===== src/shared/fmbm_pkg.sv =====
// Constants and types for the flash module bus host controller
package fmbm_pkg;
   localparam int unsigned CLK_NS = 10;
   localparam int unsigned WP_NS  = 50;
   localparam int unsigned WPH_NS = 20;
   localparam int unsigned RC_NS  = 120;
   localparam logic [3:0] WP_CYC  = 4'((WP_NS + CLK_NS - 1) / CLK_NS);
   localparam logic [3:0] WPH_CYC = 4'((WPH_NS + CLK_NS - 1) / CLK_NS);
   localparam logic [3:0] RC_CYC  = 4'((RC_NS + CLK_NS - 1) / CLK_NS);

   localparam logic [16:0] UNLOCK_ADDR1 = 17'h05555;
   localparam logic [16:0] UNLOCK_ADDR2 = 17'h02aaa;
   localparam logic [7:0]  UNLOCK_BYTE1 = 8'haa;
   localparam logic [7:0]  UNLOCK_BYTE2 = 8'h55;
   localparam logic [7:0]  CMD_PROGRAM  = 8'ha0;
   localparam logic [7:0]  CMD_ERASE    = 8'h80;
   localparam logic [7:0]  CMD_CHIP     = 8'h10;
   localparam logic [7:0]  CMD_SECTOR   = 8'h30;
   localparam logic [31:0] POLL_MASK    = 32'h80808080;
   localparam logic [31:0] ALT_MASK     = 32'h40404040;
   localparam logic [31:0] ERASED_WORD  = 32'hffffffff;
   localparam logic [2:0]  PROG_LAST    = 3'h3;
   localparam logic [2:0]  ERASE_LAST   = 3'h5;
   localparam int unsigned SECTOR_MSB   = 16;
   localparam int unsigned SECTOR_LSB   = 14;

   typedef enum logic [4:0] {
      ST_IDLE    = 5'h01,
      ST_SETUP   = 5'h02,
      ST_ASSERT  = 5'h04,
      ST_STROBE  = 5'h08,
      ST_RECOVER = 5'h10
   } fmbm_state_t;

   typedef enum logic [2:0] {
      OP_READ         = 3'h0,
      OP_PROGRAM      = 3'h1,
      OP_CHIP_ERASE   = 3'h2,
      OP_SECTOR_ERASE = 3'h3,
      OP_IDENT        = 3'h4,
      OP_PROTECT      = 3'h5
   } fmbm_op_t;

   typedef struct packed {
      fmbm_op_t    op;
      logic [16:0] addr;
      logic [31:0] data;
      logic [3:0]  lanes;
      logic        cs_style;
   } fmbm_req_t;

   typedef struct packed {
      logic [16:0] addr;
      logic [31:0] data;
      logic        data_oe;
      logic [3:0]  lane_select_n;
      logic [3:0]  lane_write_strobe_n;
      logic        out_gate_n;
      logic        gate_high_voltage;
      logic        ident_high_voltage;
   } fmbm_pins_t;

   typedef struct packed {
      logic [16:0] addr;
      logic [31:0] data;
      logic        last;
   } fmbm_beat_t;

   localparam fmbm_pins_t PINS_IDLE = '{addr: 17'h00000, data: 32'h00000000,
      data_oe: 1'b0, lane_select_n: 4'hf, lane_write_strobe_n: 4'hf,
      out_gate_n: 1'b1, gate_high_voltage: 1'b0, ident_high_voltage: 1'b0};
endpackage : fmbm_pkg


===== src/hdl/fmbm_host.sv =====
// Host controller driving the four-lane flash module through its pins
// Functional notes
// - Lane selects and write strobes are driven per lane for 8/16/32-bit use.
// - Byte program is a four-write sequence ending with location and value.
// - Sector erase carries the sector address on its final write.
// - Command bytes are replicated on every active byte lane.
// - Several sectors are protected by repeating the protect sequence.
// - Program opens with AA at 5555, 55 at 2AAA, A0 at 5555.
`timescale 1ns/1ns
module fmbm_host (
   input  wire logic               clk_i,
   input  wire logic               reset_i,
   input  wire logic               req_valid_i,
   input  wire fmbm_pkg::fmbm_req_t req_i,
   input  wire logic [31:0]        flash_data_i,
   output fmbm_pkg::fmbm_pins_t    pins_o,
   output logic [31:0]             rdata_o,
   output logic                    busy_o,
   output logic                    done_o
);
   typedef struct packed {
      fmbm_pkg::fmbm_state_t state;
      fmbm_pkg::fmbm_pins_t  pins;
      fmbm_pkg::fmbm_req_t   req;
      logic [2:0]            step;
      logic [3:0]            cnt;
      logic                  polling;
      logic                  first_poll;
      logic [31:0]           last_alt;
      logic                  busy;
      logic                  done;
      logic [31:0]           rdata;
   } fmbm_regs_t;

   fmbm_regs_t r;
   fmbm_regs_t next_r;
   logic [31:0] lane_mask;
   fmbm_pkg::fmbm_beat_t beat;
   localparam int unsigned SECTOR_HI = fmbm_pkg::SECTOR_MSB;
   localparam int unsigned SECTOR_LO = fmbm_pkg::SECTOR_LSB;
   logic        is_read;
   logic [31:0] poll_exp;

   // Byte-lane mask from the enabled lanes
   for (genvar i = 0; i < 4; i++) begin : g_lane
      assign lane_mask[8*i +: 8] = {8{r.req.lanes[i]}};
   end

   // Address and data of the current write step
   always_comb begin
      beat = '{addr: fmbm_pkg::UNLOCK_ADDR1, data: {4{fmbm_pkg::UNLOCK_BYTE1}}, last: 1'b0};
      unique case (r.step)
         3'h0: beat.addr = fmbm_pkg::UNLOCK_ADDR1;
         3'h1: beat = '{addr: fmbm_pkg::UNLOCK_ADDR2, data: {4{fmbm_pkg::UNLOCK_BYTE2}},
                        last: 1'b0};
         3'h2: begin
            beat.data = (r.req.op == fmbm_pkg::OP_PROGRAM) ?
                        {4{fmbm_pkg::CMD_PROGRAM}} : {4{fmbm_pkg::CMD_ERASE}};
         end
         3'h3: begin
            if (r.req.op == fmbm_pkg::OP_PROGRAM) begin
               beat = '{addr: r.req.addr, data: r.req.data, last: 1'b1};
            end
         end
         3'h4: beat = '{addr: fmbm_pkg::UNLOCK_ADDR2, data: {4{fmbm_pkg::UNLOCK_BYTE2}},
                        last: 1'b0};
         default: begin
            beat.last = 1'b1;
            if (r.req.op == fmbm_pkg::OP_SECTOR_ERASE) begin
               beat.addr = r.req.addr;
               beat.data = {4{fmbm_pkg::CMD_SECTOR}};
            end else begin
               beat.data = {4{fmbm_pkg::CMD_CHIP}};
            end
         end
      endcase
      // Protect is a single high-voltage pulse at the sector address
      if (r.req.op == fmbm_pkg::OP_PROTECT) begin
         beat = '{addr: r.req.addr, data: 32'h00000000, last: 1'b1};
      end
   end

   assign is_read  = r.polling || r.req.op == fmbm_pkg::OP_READ ||
                     r.req.op == fmbm_pkg::OP_IDENT;
   // Erased cells poll as ones; programmed cells poll as the written bit 7
   assign poll_exp = (r.req.op == fmbm_pkg::OP_PROGRAM) ? r.req.data :
                     fmbm_pkg::ERASED_WORD;

   always_comb begin
      next_r      = r;
      next_r.done = 1'b0;
      unique case (r.state)
         fmbm_pkg::ST_IDLE: begin
            next_r.pins = fmbm_pkg::PINS_IDLE;
            if (req_valid_i) begin
               next_r.req        = req_i;
               next_r.step       = 3'h0;
               next_r.polling    = 1'b0;
               next_r.first_poll = 1'b0;
               next_r.busy       = 1'b1;
               next_r.state      = fmbm_pkg::ST_SETUP;
            end
         end
         fmbm_pkg::ST_SETUP: begin
            // Address, data and high voltages settle a cycle ahead of strobes
            next_r.pins.addr               = is_read ? r.req.addr : beat.addr;
            next_r.pins.data               = beat.data;
            next_r.pins.data_oe            = !is_read;
            next_r.pins.ident_high_voltage = r.req.op == fmbm_pkg::OP_IDENT ||
                                             r.req.op == fmbm_pkg::OP_PROTECT;
            next_r.pins.gate_high_voltage  = r.req.op == fmbm_pkg::OP_PROTECT;
            next_r.state                   = fmbm_pkg::ST_ASSERT;
         end
         fmbm_pkg::ST_ASSERT: begin
            if (is_read) begin
               next_r.pins.lane_select_n = ~r.req.lanes;
               next_r.pins.out_gate_n    = 1'b0;
               next_r.cnt                = fmbm_pkg::RC_CYC;
            end else if (r.req.cs_style) begin
               next_r.pins.lane_write_strobe_n = ~r.req.lanes;
               next_r.pins.lane_select_n       = ~r.req.lanes;
               next_r.cnt                      = fmbm_pkg::WP_CYC;
            end else begin
               next_r.pins.lane_select_n       = ~r.req.lanes;
               next_r.pins.lane_write_strobe_n = ~r.req.lanes;
               next_r.cnt                      = fmbm_pkg::WP_CYC;
            end
            next_r.state = fmbm_pkg::ST_STROBE;
         end
         fmbm_pkg::ST_STROBE: begin
            next_r.cnt = r.cnt - 4'h1;
            if (r.cnt == 4'h1) begin
               // Select-style writes end on the select edge, strobe drops after
               if (!is_read && r.req.cs_style) begin
                  next_r.pins.lane_select_n = 4'hf;
               end else begin
                  next_r.pins.lane_write_strobe_n = 4'hf;
                  next_r.pins.out_gate_n          = 1'b1;
               end
               if (is_read) begin
                  next_r.rdata = flash_data_i;
               end
               next_r.cnt   = fmbm_pkg::WPH_CYC;
               next_r.state = fmbm_pkg::ST_RECOVER;
            end
         end
         fmbm_pkg::ST_RECOVER: begin
            next_r.pins = fmbm_pkg::PINS_IDLE;
            next_r.pins.addr = r.pins.addr;
            next_r.cnt  = r.cnt - 4'h1;
            if (r.cnt == 4'h1) begin
               next_r.state = fmbm_pkg::ST_SETUP;
               if (r.polling) begin
                  // Done once bit 6 stops alternating and bit 7 reads true
                  next_r.last_alt   = r.rdata & fmbm_pkg::ALT_MASK & lane_mask;
                  next_r.first_poll = 1'b0;
                  if (!r.first_poll &&
                      (r.rdata & fmbm_pkg::ALT_MASK & lane_mask) == r.last_alt &&
                      ((r.rdata ^ poll_exp) & fmbm_pkg::POLL_MASK & lane_mask) == 32'h0) begin
                     next_r.state = fmbm_pkg::ST_IDLE;
                  end
               end else if (is_read) begin
                  next_r.state = fmbm_pkg::ST_IDLE;
               end else if (beat.last && r.req.op != fmbm_pkg::OP_PROTECT) begin
                  next_r.polling    = 1'b1;
                  next_r.first_poll = 1'b1;
               end else if (beat.last) begin
                  next_r.state = fmbm_pkg::ST_IDLE;
               end else begin
                  next_r.step = r.step + 3'h1;
               end
               if (next_r.state == fmbm_pkg::ST_IDLE) begin
                  next_r.busy = 1'b0;
                  next_r.done = 1'b1;
               end
            end
         end
         default: next_r = r;
      endcase
   end

   always_ff @(posedge clk_i) begin
      if (reset_i) begin
         r       <= '0;
         r.state <= fmbm_pkg::ST_IDLE;
         r.pins  <= fmbm_pkg::PINS_IDLE;
      end else begin
         r <= next_r;
      end
   end

   assign pins_o  = r.pins;
   assign rdata_o = r.rdata;
   assign busy_o  = r.busy;
   assign done_o  = r.done;
endmodule : fmbm_host


===== config.mk =====
export PLATFORM = sky130hd
export DESIGN_NAME = fmbm_host
export DESIGN_NICKNAME = d
export VERILOG_FILES = /design/src/shared/fmbm_pkg.sv /design/src/hdl/fmbm_host.sv
export SDC_FILE = /design/constraint.sdc
export NUM_CORES = 1
export LEC_CHECK = 0
export CORE_MARGIN = 2
export CORE_UTILIZATION = 31
export DETAILED_ROUTE_END_ITERATION = 12
export DONT_BUFFER_PORTS = 1
export SYNTH_ARGS = -nofsm -noshare
export SYNTH_HDL_FRONTEND = slang
export SYNTH_SLANG_ARGS = --single-unit
export TNS_END_PERCENT = 50

===== constraint.sdc =====
create_clock -name clk_i -period 2 [get_ports clk_i]
set_input_delay 0.4 -clock clk_i [delete_from_list [all_inputs] [get_ports clk_i]]
set_output_delay 0.4 -clock clk_i [all_outputs]
set_load 0.05 [all_outputs]

# [After elaboration in Yosys (flattened, before gate mapping)]
# Index checks and enable logic that the tools add are counted.
# Widths: inputs -> output; s select.
[op_classes] muxes=51 bitwise=5 reduce_logical=37 n_eq_ne=31 addsub=2
[ops] cell="$pmux 50 s3" count=1
[ops] cell="$pmux 32 s4" count=1
[ops] cell="$mux 50" count=2
[ops] cell="$mux 32" count=2
[ops] cell="$mux 30" count=2
[ops] cell="$pmux 17 s3" count=1
[ops] cell="$mux 5" count=9
[ops] cell="$mux 36" count=1
[ops] cell="$mux 17" count=2
[ops] cell="$and 31x32->32" count=1
[ops] cell="$and 32x32->32" count=1
[ops] cell="$eq 32x32->1" count=1
[ops] cell="$logic_not 32->1" count=1
[ops] cell="$xor 32x32->32" count=1
[ops] cell="$pmux 9 s3" count=1
[ops] cell="$pmux 5 s5" count=1
[ops] cell="$ne 2x2->1 const B" count=12
[ops] cell="$mux 3" count=6
[ops] cell="$mux 4" count=4
[ops] cell="$reduce_and 4->1" count=4
[ops] cell="$mux 2" count=6
[ops] cell="$pmux 4 s3" count=1
[ops] cell="$reduce_and 3->1" count=4
[ops] cell="$eq 5x1->1 const B" count=2
[ops] cell="other kinds (30)" count=59
[word_totals] ff_bits=198 word_cells=148 out_inout_bits=95

# [Depth between registers and ports, before layout]
# Gate-level depths: netlist of the first run.
[logic_depth] ltp_word=14 depth_mapped=10 depth_no_buf=8

# [Worst setup path after synthesis of the first run]
# No wires, ideal clock.
[synth_path] kind="register -> register" startpoint="reg r[72] (netlist name)" endpoint="reg r (netlist bit pins_o[44])" setup_ps=145 arrival_ps=1849 slack_ps=6 stages_incl_launch_ff=8 required_time_ps=1855 cell_sequence="dfxtp_1 > inv_1 > ha_1 > clkbuf_1 > o21bai_1 > o31ai_1 > o31ai_1 > o21ai_1"
[synth_between] elab_chain_len=6
[synth_lines] item="from (decl)" line="fmbm_host.sv:35" source="fmbm_regs_t r;"
[synth_lines] item="from (signal assigned)" line="fmbm_host.sv:188" source="r <= next_r;"
[synth_lines] item="$eq 3x3->1 (tied with other cells)" line="fmbm_host.sv:52" source="unique case (r.step)"
[synth_lines] item="$reduce_or 2->1 (no source line)"
[synth_lines] item="$pmux 17 s3 (*)" line="fmbm_host.sv:52"
[synth_lines] item="$mux 50 (*)" line="fmbm_host.sv:78" source="if (r.req.op == fmbm_pkg::OP_PROTECT) begin"
[synth_lines] item="$mux 17 (*)" line="fmbm_host.sv:106" source="next_r.pins.addr = is_read ? r.req.addr : beat.addr;"
[synth_lines] item="$pmux 50 s3 (*)" line="fmbm_host.sv:92" source="unique case (r.state)"
# Every way passes the cells marked *; elsewhere a longest branch is shown, timed or not.
# A chain may end at the register's enable or synchronous reset.

# [Worst setup path after layout of the first run]
[layout_path] startpoint="reg r[194] (netlist name)" endpoint="reg r[102] (netlist name)"
[layout_between] elab_chain_len=2
[layout_lines] item="$eq 5x1->1" line="fmbm_host.sv:92"
[layout_lines] item="$reduce_and 2->1 (no source line)"
# No other way between the ends.

==> run_results.csv, run 1 <==
group,metric,value,unit
detailed_routing,route.detailed.drc,0,
placed_design,dpl-instance-area,7900,sq um
timing,fin_ws,0.0337,ns
logic_synthesis,async_flop_share,0,
clocking,clkTransAtPathRegs,0.07,ns
logic_synthesis,synth_area,7760,sq um
final_layout,final-instance-count-excl-fill,1215,
placed_design,globalplace.congestion,0.894,
setup_path,cp_max_fo,7,
die,core,24500,sq um
detailed_routing,wl,20.2,mm
placed_design,dp.cells,1175,
timing,fin_hold_ws,0.0893,ns
timing,hold_violations,0,
logic_synthesis,yosysMostFrequentCell,"dfxtp_1",
global_route,grt_pass1_wl,30.6,mm
detailed_routing,avgViaCountPerCell,4.83,
timing,final.setup.tns,0,ns
run,maxCapViolations,0,
hold_path,hp-class,"input pin to flop",
detailed_routing,firstDrtPassIters,4,
logic_synthesis,yosys-top-cells-count,"dfxtp_1 (170), nor2_1 (119), nand2_1 (117), a21oi_1 (95), buf_4 (93)",
global_route,grt_max_degree,157,
final_layout,nets,977,
setup_path,start_kind,"flop",
global_route,overflow,0,
detailed_routing,vias,5868,
pwr,ir_drop,513,uV
logic_synthesis,synthCells,920,
setup_path,r2r_slack,0.03,ns
logic_synthesis,synth_area_per_cell,8.44,sq um
logic_synthesis,synth_area_leaders,"dfxtp_1 (44%), buf_4 (9.0%), mux2i_1 (8.6%)",
detailed_routing,drt.antenna.violating_nets,0,
pwr,power.density,1520,nW/um^2
pwr,total_leakage_power,3.33,nW
final_layout,final_area,8780,sq um
die,ios,187,
logic_synthesis,synth_edf_count,0,
final_layout,diodes,0,
placed_design,io_buffers,0,
setup_path,critPathKind,"flop to flop",
logic_synthesis,synth_nets,1019,
detailed_routing,first_iter_violations,378,
logic_synthesis,ys.flop_type,"dfxtp_1",
final_layout,final_util,0.359,
timing,finalSetupViolations,0,
global_route,grt_pass1_vias,5586,
logic_synthesis,synth.distinct_cells,57,
placed_design,place_worst_setup_slack,-0.102,ns
global_route,antenna_found_initial,0,
setup_path,worstPathRequired,2.31,ns
clocking,cts_buffers,17,
clocking,htreeDepth,4,
final_layout,area_delta_synth_final,13.2,%
timing,finalMaxSlewViolations,0,
pwr,p_total,13.4,mW
global_route,track_usage,0.150,
placed_design,hpwl,14.4,mm
timing,worst_pin_slew,0.604,ns
clocking,clock_path_buffers,2,
detailed_routing,wl_per_cell,16.6,um
die,fp.dieW,162,um
logic_synthesis,synth-seq-cells,170,
final_layout,drive_gt1_frac,0.180,
logic_synthesis,seq_area_frac_synth,0.438,
setup_path,setup.worst_path.end_class,"flop",
clocking,cts_root_buffer,"clkbuf_16",
clocking,cts-hold-fix-buffers,0,
timing,rsz0062_at_grt,"true",
timing,fin_crit_sh,0.983,
timing,min_period,1.97,ns
run_status,outcome,"complete, no violations",
logic_synthesis,yosys.area.top_type,"dfxtp_1",
die,dieArea,26300,sq um
die,initial_utilization,0.317,
setup_path,arrival,2.27,ns
timing,relSlewSlack,0.597,
timing,max_freq,509,MHz
clocking,tritoncts,"built",
clocking,clkSinkCount,170,
logic_synthesis,netlist.area_leader.share,0.438,
die,die_h,162,um
die,row_count,57,
logic_synthesis,ys_warn_count,0,
clocking,clock_latency,0.43,ns
timing,finalClockSkew,0.0124,ns
==> final cells by class <==
cell class	count	area, sq um
Clock buffer	20	457
Fill cell	2440	15700
Timing Repair Buffer	88	840
Tap cell	324	405
Multi-Input combinational cell	592	3470
Clock inverter	12	159
Inverter	9	33.8
Sequential cell	170	3420
==> sequential cells by signal (all words and copies together) (netlist names) <==
signal	flops
r	71
pins_o	61
rdata_o	32
lane_mask	4
busy_o	1
done_o	1
==> logic make-up (layout without fill, tap and decap cells) <==
family          after synthesis  in the layout  synth area share
xor+xnor                      8              8           0.00903
compound gates              203            203             0.151
buf+inv                     158            129             0.130
mux                          69             69            0.0893
fa+ha+maj                     7              7            0.0113
simple gates                305            305             0.171
flops                       170            170             0.438
==> repair_timing <==
item,4_1_cts,5_1_grt
setup buffers,0,5
gates cloned,0,3
gates resized for setup,5,37
pin swaps,0,10
setup endpoints to repair,33,95
==> routing by layer <==
layer	global-route usage	routed length [um]
met3	0.0577	1480
met5	0	0
met4	0.0603	504
met1	0.177	8520
met2	0.245	9680
==> final timing paths <==
path	to	startpoint	depth (start not counted)
max	r[102]	r[194]	9
min	r[68]	reset_i	1
max reg2reg	r[102]	r[194]	9
min reg2reg	r[64]	r[64]	2
==> critical path, stage by stage, from the launching register on <==
cell	delay (ns)
dfxtp_4	0.36
buf_6	0.13
xor2_1	0.15
o211ai_1	0.20
a21oi_2	0.11
nor3_4	0.31
buf_6	0.19
buf_12	0.13
mux2i_2	0.20
nor2_1	0.06
==> placed cells by master (no fill, tap or decap), drive strengths merged, types with 7 or more instances in the layout <==
cell and instances:
nand2b 9, dfxtp 170, nor2 120, and3 7, ha 7, o21ai 60, nor3 10, clkbuf 23
nor2b 10, buf 85, a31oi 8, mux2i 67, a21oi 95, nand2 117, inv 13
==> report_power, final <==
part	leakage [nW]	switching (mW)	total, mW	internal, mW
registers	1.39	0.900	4.92	4.02
logic	1.64	2.36	5.00	2.64
clock network	0.298	1.41	3.46	2.05
total	3.33	4.67	13.4	8.71
(Power assumes the default switching activity.)
==> inputs of run 2 (changes only) <==
CTS_BUF_LIST = sky130_fd_sc_hd__clkbuf_2 sky130_fd_sc_hd__clkbuf_4 sky130_fd_sc_hd__clkbuf_8   (was default)
MAX_ROUTING_LAYER = met4   (was default)
==> run_results.csv, run 2 (synthesis gave the netlist of run 1 again) <==
group,metric,value,unit
timing,min_period,1.96,ns
final_layout,area_delta_synth_final,11.0,%
clocking,cts_root_buffer,"clkbuf_8",
clocking,tritoncts,"built",
pwr,combPwrFrac,0.401,
global_route,track_usage,0.154,
hold_path,hp-class,"input pin to flop",
global_route,overflow,0,
timing,max_freq,509,MHz
pwr,total_leakage_power,3.25,nW
global_route,antenna_found_initial,0,
detailed_routing,first_iter_violations,315,
hold_path,min_to,"rdata_o[12]",
timing,final.setup.tns,0,ns
timing,rsz0062_at_grt,"true",
detailed_routing,wl_per_cell,16.5,um
timing,relSlewSlack,0.592,
run,maxCapViolations,0,
die,row_count,57,
setup_path,critPathKind,"flop to flop",
setup_path,setup.worst_path.end_class,"flop",
final_layout,largest_register_ffs,71,
setup_path,rr_startpoint,"r[194]",
detailed_routing,drt.antenna.violating_nets,0,
final_layout,final-instance-count-excl-fill,1215,
setup_path,cp_max_fo,5,
hold_path,hold_depth,2,
placed_design,globalplace.congestion,0.910,
timing,finalClockSkew,0.0184,ns
timing,hold_violations,0,
timing,fin_crit_sh,0.982,
timing,finalMaxSlewViolations,0,
placed_design,hpwl,14.4,mm
die,core,24500,sq um
setup_path,start_kind,"flop",
setup_path,r2r_cells,9,
final_layout,nets,977,
die,die_h,162,um
timing,fin_hold_ws,0.0603,ns
hold_path,hold_start,"flash_data_i[12]",
pwr,seqPwrFrac,0.391,
detailed_routing,vias,5850,
die,fp.dieW,162,um
die,dieArea,26300,sq um
placed_design,dp.cells,1175,
detailed_routing,firstDrtPassIters,5,
final_layout,final_cell_mix,"dfxtp_1 (164), nor2_1 (118), nand2_1 (117), a21oi_1 (92), buf_4 (68)",
global_route,grt_pass1_vias,5505,
setup_path,r2r_slack,0.04,ns
detailed_routing,wl,20.1,mm
setup_path,arrival,2.31,ns
pwr,p_sw_frac,0.363,
global_route,grt_max_degree,157,
pwr,p_total,12.6,mW
detailed_routing,route.detailed.drc,0,
pwr,clkPwrFrac,0.209,
clocking,clock_path_buffers,2,
clocking,htreeDepth,4,
final_layout,regMostFlops,"r",
setup_path,rr_endpoint,"r[123]",
run_status,outcome,"complete, no violations",
placed_design,io_buffers,0,
clocking,clkTransAtPathRegs,0.10,ns
final_layout,final_common_cell,"dfxtp_1",
pwr,p_int,8.02,mW
timing,finalSetupViolations,0,
clocking,clkSinkCount,170,
clocking,clock_latency,0.46,ns
die,ios,187,
clocking,cts-hold-fix-buffers,0,
clocking,cts_buffers,17,
pwr,ir_drop,472,uV
final_layout,fillers,2455,
setup_path,worstPathRequired,2.34,ns
final_layout,diodes,0,
pwr,power.density,1460,nW/um^2
pwr,p_switching,4.57,mW
die,initial_utilization,0.317,
timing,worst_pin_slew,0.611,ns
detailed_routing,avgViaCountPerCell,4.81,
global_route,grt_pass1_wl,30.6,mm
final_layout,drive_gt1_frac,0.180,
[run 2: stage by stage]
stage	instance area [sq um]	utilization	setup slack [ns]
finish	8620	0.352	0.0351
global route	8620	0.352	-0.0760
CTS	8340	0.341	0.00271
detailed placement	7900	0.323	-0.102
global placement	7900	0.323	-0.0876
floorplan	7760	-	0.00624
[run 2: layout make-up]
cell class	instances	area, sq um	area share
multi-input cells	592	3480	0.404
clock inverters	12	159	0.0184
flip-flops and latches	170	3420	0.397
well taps	324	405	0.0470
inverters	9	33.8	0.00392
repair buffers	88	847	0.0983
clock buffers	20	269	0.0312
[run 2: power by group through the flow]
stage          combinational [mW]  sequential, mW  clock [mW]
6_report                     5.04            4.92        2.63
5_1_grt                      5.47            5.01        2.86
4_1_cts                      4.48            4.91        2.72
3_5_place_dp                 4.46            4.99           0
3_3_place_gp                 4.44            4.98           0
2_1_floorplan                3.66            4.37           0
[run 2: critical path, cell delays in order (launching register included)]
cell,delay (ns)
dfxtp_4,0.37
buf_6,0.13
xor2_1,0.15
o211ai_1,0.20
a21oi_2,0.11
nor3_4,0.31
buf_6,0.20
clkbuf_16,0.16
mux2i_1,0.17
nor2_1,0.06
[run 2: timing repair]
item,4_1_cts,5_1_grt
pin swaps,0,10
hold endpoints to repair,0,5
gates resized for setup,5,40
setup endpoints to repair,38,98
cloned,0,3
buffers inserted,0,5
[run 2: worst max-delay path by stage]
stage	start	to	slack [ns]	cells after the start
final	r[194]	r[123]	0.04	9
after global routing	r[196]	r[116]	-0.08	9
after CTS	r[194]	r[102]	0.003	9
after detailed placement	r[73]	pins_o[53]	-0.10	8
after global placement	r[73]	pins_o[53]	-0.09	8
after floorplan	r[72]	pins_o[44]	0.006	7
[run 2: routing by layer]
| metal | vias to the layer above | track usage | wire length (um) |
|---|---|---|---|
| met5 | - | - | 0 |
| met4 | 0 | 0.0531 | 452 |
| met3 | 29 | 0.0534 | 1460 |
| met2 | 148 | 0.246 | 9600 |
| met1 | 2732 | 0.179 | 8550 |
| li1 | 2941 | - | - |
